[src/design/smaw_pkg.sv]
`default_nettype none

package smaw_pkg;

  // Bus geometry
  localparam int unsigned AXIL_ADDR_W = 8;
  localparam int unsigned AXIL_DATA_W = 32;

  // Register byte offsets
  localparam logic [7:0] OFS_PORT_A_DATA   = 8'h00;
  localparam logic [7:0] OFS_KBD_STAT_CTRL = 8'h04;
  localparam logic [7:0] OFS_KBD_IRQ_EN    = 8'h08;
  localparam logic [7:0] OFS_CONFIG_ONE    = 8'h0c;
  localparam logic [7:0] OFS_CONFIG_TWO    = 8'h10;

  // Field positions
  localparam int unsigned WAKE_LATCH_BIT = 6;
  localparam int unsigned KBD_FLAG_BIT   = 3;
  localparam int unsigned KBD_ACK_BIT    = 2;
  localparam int unsigned KBD_MASK_BIT   = 1;
  localparam int unsigned WAKE_IE_BIT    = 6;
  localparam int unsigned PERIOD_SEL_BIT = 0;
  localparam int unsigned OSC_RUN_BIT    = 1;

  // Values after reset
  localparam logic RST_KBD_MASK   = 1'b0;
  localparam logic RST_WAKE_IE    = 1'b0;
  localparam logic RST_PERIOD_SEL = 1'b0;
  localparam logic RST_OSC_RUN    = 1'b0;

  // Overflow counts in wakeup clock ticks
  localparam int unsigned SHORT_COUNT = 512;
  localparam int unsigned LONG_COUNT  = 16384;
  localparam int unsigned CNT_W       = 15;

  // Responses
  localparam logic [1:0] RESP_OKAY   = 2'h0;
  localparam logic [1:0] RESP_SLVERR = 2'h2;

  // Register selector
  typedef enum logic [2:0] {
    SEL_PORT_A,
    SEL_KBD_STAT,
    SEL_KBD_IE,
    SEL_CFG_ONE,
    SEL_CFG_TWO,
    SEL_NONE
  } smaw_sel_type;

  typedef struct packed {
    logic [AXIL_ADDR_W-1:0]   awaddr;
    logic                     awvalid;
    logic [AXIL_DATA_W-1:0]   wdata;
    logic [AXIL_DATA_W/8-1:0] wstrb;
    logic                     wvalid;
    logic                     bready;
    logic [AXIL_ADDR_W-1:0]   araddr;
    logic                     arvalid;
    logic                     rready;
  } smaw_axil_req_type;

  typedef struct packed {
    logic                   awready;
    logic                   wready;
    logic [1:0]             bresp;
    logic                   bvalid;
    logic                   arready;
    logic [AXIL_DATA_W-1:0] rdata;
    logic [1:0]             rresp;
    logic                   rvalid;
  } smaw_axil_rsp_type;

endpackage : smaw_pkg

`default_nettype wire

[src/design/smaw_axil_slave.sv]
`default_nettype none

module smaw_axil_slave (
  // Clock and reset
  input  wire logic                            core_clk_i,
  input  wire logic                            arst_n_i,
  // Bus
  input  wire smaw_pkg::smaw_axil_req_type     axil_req_i,
  output var  smaw_pkg::smaw_axil_rsp_type     axil_rsp_o,
  // Register write side
  output logic                                 wr_en_o,
  output logic [smaw_pkg::AXIL_ADDR_W-1:0]     wr_addr_o,
  output logic [smaw_pkg::AXIL_DATA_W-1:0]     wr_data_o,
  output logic [smaw_pkg::AXIL_DATA_W/8-1:0]   wr_strb_o,
  input  wire logic                            wr_ok_i,
  // Register read side
  output logic [smaw_pkg::AXIL_ADDR_W-1:0]     rd_addr_o,
  input  wire logic [smaw_pkg::AXIL_DATA_W-1:0] rd_data_i,
  input  wire logic                            rd_ok_i
);

  typedef struct packed {
    logic                                aw_got;
    logic                                w_got;
    logic [smaw_pkg::AXIL_ADDR_W-1:0]    addr;
    logic [smaw_pkg::AXIL_DATA_W-1:0]    data;
    logic [smaw_pkg::AXIL_DATA_W/8-1:0]  strb;
    logic                                bvalid;
    logic [1:0]                          bresp;
    logic                                rvalid;
    logic [1:0]                          rresp;
    logic [smaw_pkg::AXIL_DATA_W-1:0]    rdata;
  } smaw_slv_state_type;

  smaw_slv_state_type state_reg;
  smaw_slv_state_type state_next;
  logic               aw_fire;
  logic               w_fire;
  logic               ar_fire;

  // Address and data may arrive in either order; held until both are in
  assign aw_fire = axil_req_i.awvalid & ~state_reg.aw_got & ~state_reg.bvalid;
  assign w_fire  = axil_req_i.wvalid & ~state_reg.w_got & ~state_reg.bvalid;
  assign ar_fire = axil_req_i.arvalid & ~state_reg.rvalid;

  always_comb begin
    state_next = state_reg;
    if (aw_fire) begin
      state_next.aw_got = 1'b1;
      state_next.addr   = axil_req_i.awaddr;
    end
    if (w_fire) begin
      state_next.w_got = 1'b1;
      state_next.data  = axil_req_i.wdata;
      state_next.strb  = axil_req_i.wstrb;
    end
    if (state_reg.aw_got && state_reg.w_got) begin
      state_next.aw_got = 1'b0;
      state_next.w_got  = 1'b0;
      state_next.bvalid = 1'b1;
      state_next.bresp  = wr_ok_i ? smaw_pkg::RESP_OKAY : smaw_pkg::RESP_SLVERR;
    end else if (state_reg.bvalid && axil_req_i.bready) begin
      state_next.bvalid = 1'b0;
    end
    if (ar_fire) begin
      state_next.rvalid = 1'b1;
      state_next.rdata  = rd_data_i;
      state_next.rresp  = rd_ok_i ? smaw_pkg::RESP_OKAY : smaw_pkg::RESP_SLVERR;
    end else if (state_reg.rvalid && axil_req_i.rready) begin
      state_next.rvalid = 1'b0;
    end
  end

  always_ff @(posedge core_clk_i or negedge arst_n_i) begin
    if (!arst_n_i) begin
      state_reg <= '0;
    end else begin
      state_reg <= state_next;
    end
  end

  assign axil_rsp_o.awready = ~state_reg.aw_got & ~state_reg.bvalid;
  assign axil_rsp_o.wready  = ~state_reg.w_got & ~state_reg.bvalid;
  assign axil_rsp_o.bvalid  = state_reg.bvalid;
  assign axil_rsp_o.bresp   = state_reg.bresp;
  assign axil_rsp_o.arready = ~state_reg.rvalid;
  assign axil_rsp_o.rvalid  = state_reg.rvalid;
  assign axil_rsp_o.rdata   = state_reg.rdata;
  assign axil_rsp_o.rresp   = state_reg.rresp;

  assign wr_en_o   = state_reg.aw_got & state_reg.w_got;
  assign wr_addr_o = state_reg.addr;
  assign wr_data_o = state_reg.data;
  assign wr_strb_o = state_reg.strb;
  assign rd_addr_o = axil_req_i.araddr;

endmodule // smaw_axil_slave

`default_nettype wire

[src/design/smaw_wake_counter.sv]
`default_nettype none

module smaw_wake_counter #(
  parameter int unsigned CNT_W       = smaw_pkg::CNT_W,
  parameter int unsigned SHORT_COUNT = smaw_pkg::SHORT_COUNT,
  parameter int unsigned LONG_COUNT  = smaw_pkg::LONG_COUNT
) (
  // Clock and reset
  input  wire logic core_clk_i,
  input  wire logic arst_n_i,
  // Control
  input  wire logic run_i,
  input  wire logic tick_i,
  input  wire logic period_select_i,
  // Overflow
  output logic      req_pulse_o
);

  typedef struct packed {
    logic             run_d;
    logic [CNT_W-1:0] last;
    logic [CNT_W-1:0] cnt;
    logic             pulse;
  } smaw_cnt_state_type;

  smaw_cnt_state_type state_reg;
  smaw_cnt_state_type state_next;

  always_comb begin
    state_next       = state_reg;
    state_next.run_d = run_i;
    state_next.pulse = 1'b0;
    if (!run_i) begin
      state_next.cnt = '0;
    end else if (!state_reg.run_d) begin
      // Period frozen at entry so a late change cannot shorten a wait
      state_next.cnt  = '0;
      state_next.last = period_select_i ? CNT_W'(SHORT_COUNT - 1)
                                        : CNT_W'(LONG_COUNT - 1);
    end else if (tick_i) begin
      if (state_reg.cnt == state_reg.last) begin
        state_next.cnt   = '0;
        state_next.pulse = 1'b1;
      end else begin
        state_next.cnt = state_reg.cnt + 1'b1;
      end
    end
  end

  always_ff @(posedge core_clk_i or negedge arst_n_i) begin
    if (!arst_n_i) begin
      state_reg <= '0;
    end else begin
      state_reg <= state_next;
    end
  end

  assign req_pulse_o = state_reg.pulse;

endmodule // smaw_wake_counter

`default_nettype wire

[src/design/smaw_auto_wakeup.sv]
// Behaviour
// - Oscillator ticks and counters idle in run mode; active only in stop.
// - Request latched only while wakeup interrupt enable is set.
// - Wakeup latch reads as read-only bit 6 of port A data.
// - No direction, pullup or other control exists for that bit.
// - Counter ticks from RC oscillator, or doubled bus clock when run-in-stop set.
// - Overflow makes a request pulse, latched and sent to keyboard logic.
// - Request serviced only when enabled; raised on shared keyboard interrupt.
// - Period select 1 gives short count, 0 gives long count.
// - Acknowledge write and reset clear the wakeup latch.
// - Latch reads true state whatever the enable bit is.
// - Wakeup logic stays inactive in wait mode.
// - Counter restarts from zero on every stop entry.
// - Writing 1 to acknowledge clears requests; acknowledge reads as 0.
// - Mask set blocks keyboard and wakeup interrupt requests.
//
// The AXI4-Lite register port and the register addresses were left to the implementer.

`default_nettype none

module smaw_auto_wakeup #(
  parameter int unsigned SHORT_COUNT = smaw_pkg::SHORT_COUNT,
  parameter int unsigned LONG_COUNT  = smaw_pkg::LONG_COUNT
) (
  // Clock and reset
  input  wire logic                        core_clk_i,
  input  wire logic                        arst_n_i,
  // Register bus
  input  wire smaw_pkg::smaw_axil_req_type axil_req_i,
  output var  smaw_pkg::smaw_axil_rsp_type axil_rsp_o,
  // Power modes
  input  wire logic                        stop_mode_i,
  input  wire logic                        wait_mode_i,
  // Wakeup clock sources
  input  wire logic                        wakeup_rc_osc_i,
  input  wire logic                        double_bus_clock_i,
  // Keyboard interrupt logic
  input  wire logic                        kbd_pin_flag_i,
  output logic                             wakeup_request_pulse_o,
  output logic                             wakeup_latch_flag_o,
  output logic                             kbd_ack_pulse_o,
  output logic                             kbd_irq_o
);

  typedef struct packed {
    logic kbd_irq_mask;
    logic wakeup_irq_enable;
    logic period_select;
    logic osc_run_in_stop;
    logic wakeup_latch_flag;
    logic rc_prev;
    logic bus_prev;
    logic ack_pulse;
    logic irq;
  } smaw_top_state_type;

  localparam smaw_top_state_type RESET_STATE = '{
    kbd_irq_mask:      smaw_pkg::RST_KBD_MASK,
    wakeup_irq_enable: smaw_pkg::RST_WAKE_IE,
    period_select:     smaw_pkg::RST_PERIOD_SEL,
    osc_run_in_stop:   smaw_pkg::RST_OSC_RUN,
    default:           1'b0
  };

  smaw_top_state_type                    state_reg;
  smaw_top_state_type                    state_next;
  logic                                  wr_en;
  logic [smaw_pkg::AXIL_ADDR_W-1:0]      wr_addr;
  logic [smaw_pkg::AXIL_DATA_W-1:0]      wr_data;
  logic [smaw_pkg::AXIL_DATA_W/8-1:0]    wr_strb;
  logic                                  wr_ok;
  logic [smaw_pkg::AXIL_ADDR_W-1:0]      rd_addr;
  logic [smaw_pkg::AXIL_DATA_W-1:0]      rd_data;
  logic                                  rd_ok;
  logic                                  run;
  logic                                  tick;
  logic                                  ovf_pulse;
  smaw_pkg::smaw_sel_type                wr_sel;
  smaw_pkg::smaw_sel_type                rd_sel;

  // Word-aligned decode; unaligned or unknown offsets select nothing
  function automatic smaw_pkg::smaw_sel_type reg_select(
    input logic [smaw_pkg::AXIL_ADDR_W-1:0] addr
  );
    case (addr)
      smaw_pkg::OFS_PORT_A_DATA:   reg_select = smaw_pkg::SEL_PORT_A;
      smaw_pkg::OFS_KBD_STAT_CTRL: reg_select = smaw_pkg::SEL_KBD_STAT;
      smaw_pkg::OFS_KBD_IRQ_EN:    reg_select = smaw_pkg::SEL_KBD_IE;
      smaw_pkg::OFS_CONFIG_ONE:    reg_select = smaw_pkg::SEL_CFG_ONE;
      smaw_pkg::OFS_CONFIG_TWO:    reg_select = smaw_pkg::SEL_CFG_TWO;
      default:                     reg_select = smaw_pkg::SEL_NONE;
    endcase
  endfunction

  smaw_axil_slave smaw_axil_slave_i (
    .core_clk_i (core_clk_i),
    .arst_n_i   (arst_n_i),
    .axil_req_i (axil_req_i),
    .axil_rsp_o (axil_rsp_o),
    .wr_en_o    (wr_en),
    .wr_addr_o  (wr_addr),
    .wr_data_o  (wr_data),
    .wr_strb_o  (wr_strb),
    .wr_ok_i    (wr_ok),
    .rd_addr_o  (rd_addr),
    .rd_data_i  (rd_data),
    .rd_ok_i    (rd_ok)
  );

  // Wait mode overrides stop so the counter never runs there
  assign run = stop_mode_i & ~wait_mode_i;

  // Source chosen by run-in-stop; ticks are rising edges of the source
  assign tick = state_reg.osc_run_in_stop
              ? (double_bus_clock_i & ~state_reg.bus_prev)
              : (wakeup_rc_osc_i & ~state_reg.rc_prev);

  smaw_wake_counter #(
    .CNT_W       (smaw_pkg::CNT_W),
    .SHORT_COUNT (SHORT_COUNT),
    .LONG_COUNT  (LONG_COUNT)
  ) smaw_wake_counter_i (
    .core_clk_i      (core_clk_i),
    .arst_n_i        (arst_n_i),
    .run_i           (run),
    .tick_i          (tick),
    .period_select_i (state_reg.period_select),
    .req_pulse_o     (ovf_pulse)
  );

  assign wr_sel = reg_select(wr_addr);
  assign rd_sel = reg_select(rd_addr);
  assign wr_ok  = (wr_sel != smaw_pkg::SEL_NONE);
  assign rd_ok  = (rd_sel != smaw_pkg::SEL_NONE);

  always_comb begin
    logic ack;
    logic set;
    ack                  = 1'b0;
    set                  = 1'b0;
    state_next           = state_reg;
    state_next.rc_prev   = wakeup_rc_osc_i;
    state_next.bus_prev  = double_bus_clock_i;
    // Only byte lane 0 carries fields
    if (wr_en && wr_strb[0]) begin
      case (wr_sel)
        smaw_pkg::SEL_KBD_STAT: begin
          state_next.kbd_irq_mask = wr_data[smaw_pkg::KBD_MASK_BIT];
          ack                     = wr_data[smaw_pkg::KBD_ACK_BIT];
        end
        smaw_pkg::SEL_KBD_IE: begin
          state_next.wakeup_irq_enable = wr_data[smaw_pkg::WAKE_IE_BIT];
        end
        smaw_pkg::SEL_CFG_ONE: begin
          state_next.period_select = wr_data[smaw_pkg::PERIOD_SEL_BIT];
        end
        smaw_pkg::SEL_CFG_TWO: begin
          state_next.osc_run_in_stop = wr_data[smaw_pkg::OSC_RUN_BIT];
        end
        // Port A bit 6 is read-only; nothing else on it to write
        default: begin
          ack = 1'b0;
        end
      endcase
    end
    set = ovf_pulse & state_reg.wakeup_irq_enable;
    // A new request in the acknowledge cycle survives the clear
    state_next.wakeup_latch_flag = set | (state_reg.wakeup_latch_flag & ~ack);
    state_next.ack_pulse         = ack;
    state_next.irq = (state_next.wakeup_latch_flag | kbd_pin_flag_i)
                   & ~state_next.kbd_irq_mask;
  end

  always_comb begin
    rd_data = '0;
    case (rd_sel)
      smaw_pkg::SEL_PORT_A: begin
        rd_data[smaw_pkg::WAKE_LATCH_BIT] = state_reg.wakeup_latch_flag;
      end
      smaw_pkg::SEL_KBD_STAT: begin
        rd_data[smaw_pkg::KBD_FLAG_BIT] = state_reg.wakeup_latch_flag | kbd_pin_flag_i;
        rd_data[smaw_pkg::KBD_MASK_BIT] = state_reg.kbd_irq_mask;
        rd_data[smaw_pkg::KBD_ACK_BIT]  = 1'b0;
      end
      smaw_pkg::SEL_KBD_IE: begin
        rd_data[smaw_pkg::WAKE_IE_BIT] = state_reg.wakeup_irq_enable;
      end
      smaw_pkg::SEL_CFG_ONE: begin
        rd_data[smaw_pkg::PERIOD_SEL_BIT] = state_reg.period_select;
      end
      smaw_pkg::SEL_CFG_TWO: begin
        rd_data[smaw_pkg::OSC_RUN_BIT] = state_reg.osc_run_in_stop;
      end
      default: begin
        rd_data = '0;
      end
    endcase
  end

  always_ff @(posedge core_clk_i or negedge arst_n_i) begin
    if (!arst_n_i) begin
      state_reg <= RESET_STATE;
    end else begin
      state_reg <= state_next;
    end
  end

  assign wakeup_request_pulse_o = ovf_pulse;
  assign wakeup_latch_flag_o    = state_reg.wakeup_latch_flag;
  assign kbd_ack_pulse_o        = state_reg.ack_pulse;
  assign kbd_irq_o              = state_reg.irq;

endmodule // smaw_auto_wakeup

`default_nettype wire

[config.mk]
export PLATFORM = sky130hd
export DESIGN_NAME = smaw_auto_wakeup
export DESIGN_NICKNAME = d
export VERILOG_FILES = /design/src/design/smaw_pkg.sv /design/src/design/smaw_axil_slave.sv /design/src/design/smaw_wake_counter.sv /design/src/design/smaw_auto_wakeup.sv
export SDC_FILE = /design/constraint.sdc
export NUM_CORES = 1
export LEC_CHECK = 0
export ABC_AREA = 1
export BUFFER_PORTS_ARGS = -buffer_cell sky130_fd_sc_hd__buf_2
export CORE_UTILIZATION = 30
export DETAILED_ROUTE_END_ITERATION = 6
export HOLD_SLACK_MARGIN = 0.06
export MAX_ROUTING_LAYER = met4
export PLACE_DENSITY = 0.53
export SLEW_MARGIN = 20
export SYNTH_ARGS = -nofsm -noshare
export SYNTH_HDL_FRONTEND = slang
export SYNTH_SLANG_ARGS = --single-unit
[constraint.sdc]
create_clock -name core_clk_i -period 1.3 [get_ports core_clk_i]
set_clock_uncertainty 0.05 [all_clocks]
set_input_delay 0.26 -clock core_clk_i [delete_from_list [all_inputs] [get_ports core_clk_i]]
set_output_delay 0.26 -clock core_clk_i [all_outputs]
set_load 0.02 [all_outputs]
After elaboration in Yosys (flattened, before gate mapping)

Index checks and enable logic that the tools add are counted.

Output and inout port bits: 45
Logic and storage cells: 117
Register bits after elaboration: 70

Equal/unequal tests: 20
Add/sub/neg operators: 1
Mux-type cells: 31
Bitwise operators: 27
Reductions and logical operators: 15

Operators with widths:

| kind                                                            | count |
|---|---|
| 15-bit two-way mux                                              | 3 |
| 8-bit by 4-bit == test with 1-bit output, second input constant | 4 |
| 3-bit one-hot mux with 5 select lines                           | 2 |
| 1-bit two-way mux                                               | 17 |
| 8-bit by 3-bit == test with 1-bit output, second input constant | 2 |
| 8-bit by 5-bit == test with 1-bit output, second input constant | 2 |
| 8-bit logical NOT                                               | 2 |
| 16-bit two-way mux                                              | 1 |
| 15-bit by 1-bit adder with 15-bit output, second input constant | 1 |
| 15-bit == test                                                  | 1 |
| 1-bit bitwise AND                                               | 14 |
| 14-bit two-way mux                                              | 1 |
| 3-bit by 2-bit == test with 1-bit output, second input constant | 4 |
| 1-bit inverter                                                  | 10 |
| 3-bit inequality test, second input constant                    | 3 |
| 2-bit two-way mux                                               | 4 |
| 2-bit AND reduction                                             | 4 |
| 2-bit nonzero test                                              | 4 |
| 3-bit by 1-bit == test with 1-bit output, second input constant | 2 |
| 3-bit == test, second input constant                            | 2 |
| 1-bit logical AND                                               | 4 |
| 4-bit two-way mux                                               | 1 |
| 1-bit one-hot mux with 2 select lines                           | 2 |
| 3-bit logical NOT                                               | 1 |
| 1-bit OR                                                        | 3 |

Longest topological paths before layout

Depth after elaboration: 10
Mapped depth: 9

Hierarchy

Synthesis repeated with hierarchy kept, for this count alone.

Cell total of the unflattened synthesis: 733
Area, all modules: 5768.0 µm²

By module, submodules not included:

| module            | area each (µm²) | seq. area each (µm²) | times used | cells an instance |
|---|---|---|---|---|
| smaw_axil_slave   | 3897.5          | 2052.0               | 1          | 442 |
| smaw_wake_counter | 1187.4          | 475.5                | 1          | 185 |
| smaw_auto_wakeup  | 683.2           | 225.2                | 1          | 106 |

Worst setup path before layout

No wires, ideal clock.

Path kind: reg2reg
From: register smaw_axil_slave_i.state_reg, in the netlist smaw_axil_slave_i.axil_rsp_o[36]
To: register smaw_axil_slave_i.state_reg, in the netlist smaw_axil_slave_i.wr_addr_o[7]
Period minus slack after synthesis: 1.521 ns
Stages on the path, launching flop included: 5
Setup slack: -0.221 ns
Arrival time: 1.346 ns
Cells stage by stage: dfrtp_1 -> nor2_1 -> nand2_1 -> buf_2 -> mux2_2

Word-level cells in the longest chain between the ends: 2

RTL lines:

| element                | line                  | text |
|---|---|---|
| from (decl)            | smaw_axil_slave.sv:35 | `smaw_slv_state_type state_reg;` |
| from (signal assigned) | smaw_axil_slave.sv:78 | `state_reg <= state_next;` |
| 1-bit inverter         | smaw_axil_slave.sv:42 | `assign aw_fire = axil_req_i.awvalid & ~state_reg.aw_got & ~state_reg.bvalid;` |
| 1-bit bitwise AND      | smaw_axil_slave.sv:42 |  |

Every way passes these cells.
A chain may end at the register's enable or synchronous reset.

==> summary.txt <==
Yosys top cell by area -> dfrtp_1
Routed WL per cell -> 11.0 um
Worst-case clock buffer depth -> 2
DRT met1 WL -> 2780 um
Crit path max fanout -> 4
Mean Syn Cell Area -> 8.44 sq um
Number of H-tree levels -> 2
Port-buffer cells -> 47
Commonest cells after routing, fill and taps aside -> nand2_1 (59), buf_2 (44), dfrtp_1 (44)
Combinational cell fraction of total power -> 32.6%
GRT overflow -> 0
Total GRT Usage -> 13.7%
CTS tree -> yes
Clock share of power -> 25.4%
Vias in the first global route -> 2,287
Cell Int Power -> 3.43 mW
WL met3 -> 263 um
I/O pin cnt -> 109
Area of the multi-input gates -> 1500 sq um
Final slew viol count -> 0
First-pass GRT wire length -> 10,400 um
Synthesis Warnings -> 0
Mapped Cells -> 338
Overall power -> 5.22 mW
Sequential share of power -> 42.0%
Complex-gate fraction of the synthesized area -> 8.47%
Peak supply drop -> 1.20 mV
Routed WL -> 6200 um
Placed Area -> 3410 sq um
CTS root buf -> clkbuf_8
Hold Crit Class -> input port to register
Worst EP required -> 0.99 ns
Pin count of the biggest net entering global routing -> 42
Worst Setup End Kind -> output port
Register area -> 1280 sq um
Sink Count -> 51
Tmin final -> 1.36 ns
Chip width -> 99.5 um
Post-Syn Area -> 2850 sq um
Max layer used -> met4
Leakage dissipation -> 1.82 nW
Hold Vio Cnt, Final -> 0
Post-synth cell types -> 34
DR vias -> 2,365
Pre-Repair DR Iteration Count -> 4
Largest register FFs -> 18
Most common cell after layout, fill and taps aside -> nand2_1
Sequential-to-total area share from yosys stat -> 44.8%
Initial Utilization -> 30.9%
Synth Area in Adders -> 0.439%
Met2 wire len -> 3030 um
CTS Buf Count -> 5
Mux contribution to synthesized area -> 2.37%
Global placer's final weighted congestion -> 0.837
Chip height -> 99.5 um
Post-DRT Antenna Nets -> 0
Post-DP HPWL -> 4500 um
Setup WS post-layout -> -0.0630 ns
FF+latch count, synth -> 51
Layout cells sized above 1 -> 43.4%
Outcome -> complete, but fails checks
Crit Path Class -> register to output port
Site row count -> 35
Max Fclk -> 0.734 GHz
Simple-gate portion of the synthesized area -> 25.0%
Final instance area -> 3900 sq um
DRC Markers -> 0
P&R area growth vs syn -> 36.7%
CP Launch Type -> register
Diodes inserted -> 0
Final #Nets -> 497
Core ar. -> 9240 sq um
Clock latency on the worst-skew pair -> 0.31 ns
Initial drt markers -> 74
RSZ-0062 raised after global routing -> yes
Synth area leaders -> dfrtp_1 (45%), buf_4 (10%), nand2_1 (9.1%)
Largest family of logic cells by synthesized area -> simple AND/OR/NAND/NOR gates
Die footprint -> 9900 sq um
Max-cap violations -> 0
Final Setup Violations -> 18
Worst Path Arrival -> 1.05 ns
Power Density -> 1340 nW/um^2
Sw Pwr -> 1.79 mW
Layout filler cell count -> 928
Xor/xnor share of the synthesized area -> 3.69%
Share of the synthesized area in the top cell type -> 44.8%
Vias per cell -> 4.21
Failing checks -> setup timing
Period utilisation layout -> 105%
Worst-path clk slew -> 0.10 ns
Antenna violations before repair -> 0
Switching Fraction -> 34.4%
power groups by stage:
| stage | logic [mW] | registers [mW] | clock network (mW) |
|---|---|---|---|
| after floorplan | 0.931 | 2.09 | 0 |
| after global placement | 1.33 | 2.12 | 0 |
| after detailed placement | 1.35 | 2.13 | 0 |
| after CTS | 1.52 | 2.13 | 1.36 |
| after global routing | 1.88 | 2.23 | 1.43 |
| final | 1.70 | 2.19 | 1.33 |
critical path, cell delays in order, from the launching register on:
cell     delay, ns
dfrtp_2       0.47
nor2_4        0.15
buf_6         0.13
synth_stat cells:
library cell,n
o21ai_0,13
nor4_1,3
inv_2,1
dfrtp_1,51
o21bai_1,1
nand3_2,1
or2_4,1
inv_1,28
nand3_1,19
nor3b_1,1
and3_4,1
conb_1,1
nand2_4,1
nand4_1,2
nand3_4,1
mux2_2,6
ha_1,1
nor3_1,1
clkinv_2,1
o21a_1,1
o21ai_2,11
nor3_4,1
o211ai_1,2
buf_12,1
a21oi_1,10
xor2_1,7
xnor2_1,5
buf_2,1
nand2_1,69
buf_4,39
nor2_2,3
nand2_2,3
nor2_1,48
nand3b_1,3
cell type report:
| type | count | share of cell area [%] |
|---|---|---|
| clock buffer | 5 | 1.77 |
| clock inverter | 3 | 1.73 |
| inverter | 30 | 2.92 |
| multi-input combinational | 245 | 38.4 |
| sequential | 51 | 33.0 |
| tap | 129 | 4.14 |
| timing repair buffer | 99 | 18.0 |
routing by layer:
layer / GRT usage [%] / vias to the layer above
met5: - / -
met4: 6.11 / 0
met1: 17.0 / 1097
li1: - / 1196
met2: 22.2 / 64
met3: 2.11 / 8
kinds of logic (layout without fill, tap and decap cells):
group	count (synthesis)	in the layout
buffers and inverters	71	137
AO/OA/AOI/OAI	38	38
flip-flops	51	51
XOR/XNOR	12	12
other	1	30
adder cells (fa/ha/maj)	1	1
multiplexers	6	6
AND/OR/NAND/NOR	158	158
what timing repair did:
item | 4_1_cts | 5_1_grt
hold buffers | 3 | 0
resized for setup | 39 | 40
setup endpoints to repair | 24 | 36
setup buffers | 4 | 2
hold endpoints to repair | 12 | 0
pin swaps | 16 | 14
final timing paths:
path | start | end | depth (start not counted) | slack (ns)
min | axil_req_i[10] | smaw_axil_slave_i.axil_rsp_o[36] | 2 | 0.08
max in group asynchronous | arst_n_i | smaw_wake_counter_i.state_reg[5] | 3 | 0.36
max | smaw_axil_slave_i.state_reg[82] | axil_rsp_o[39] | 2 | -0.06
min reg2reg | smaw_axil_slave_i.axil_rsp_o[6] | smaw_axil_slave_i.axil_rsp_o[6] | 2 | 0.44
min in group asynchronous | arst_n_i | smaw_axil_slave_i.axil_rsp_o[0] | 2 | 0.33
max reg2reg | smaw_wake_counter_i.state_reg[2] | smaw_wake_counter_i.state_reg[14] | 7 | -0.05
through the flow:
step	worst slack, ns	cells	util, %	TNS (ns)	hold slack (ns)
CTS	-0.0619	560	40.4	-0.660	0.0734
global placement	-0.120	545	36.9	-1.33	0.107
floorplan	-0.0488	367	-	-0.121	-0.0856
detailed placement	-0.133	545	36.9	-1.43	0.109
global route	-0.153	562	42.2	-2.28	0.0895
finish	-0.0630	562	42.2	-0.481	0.0792
No activity file was read; power rests on OpenSTA's default activity.
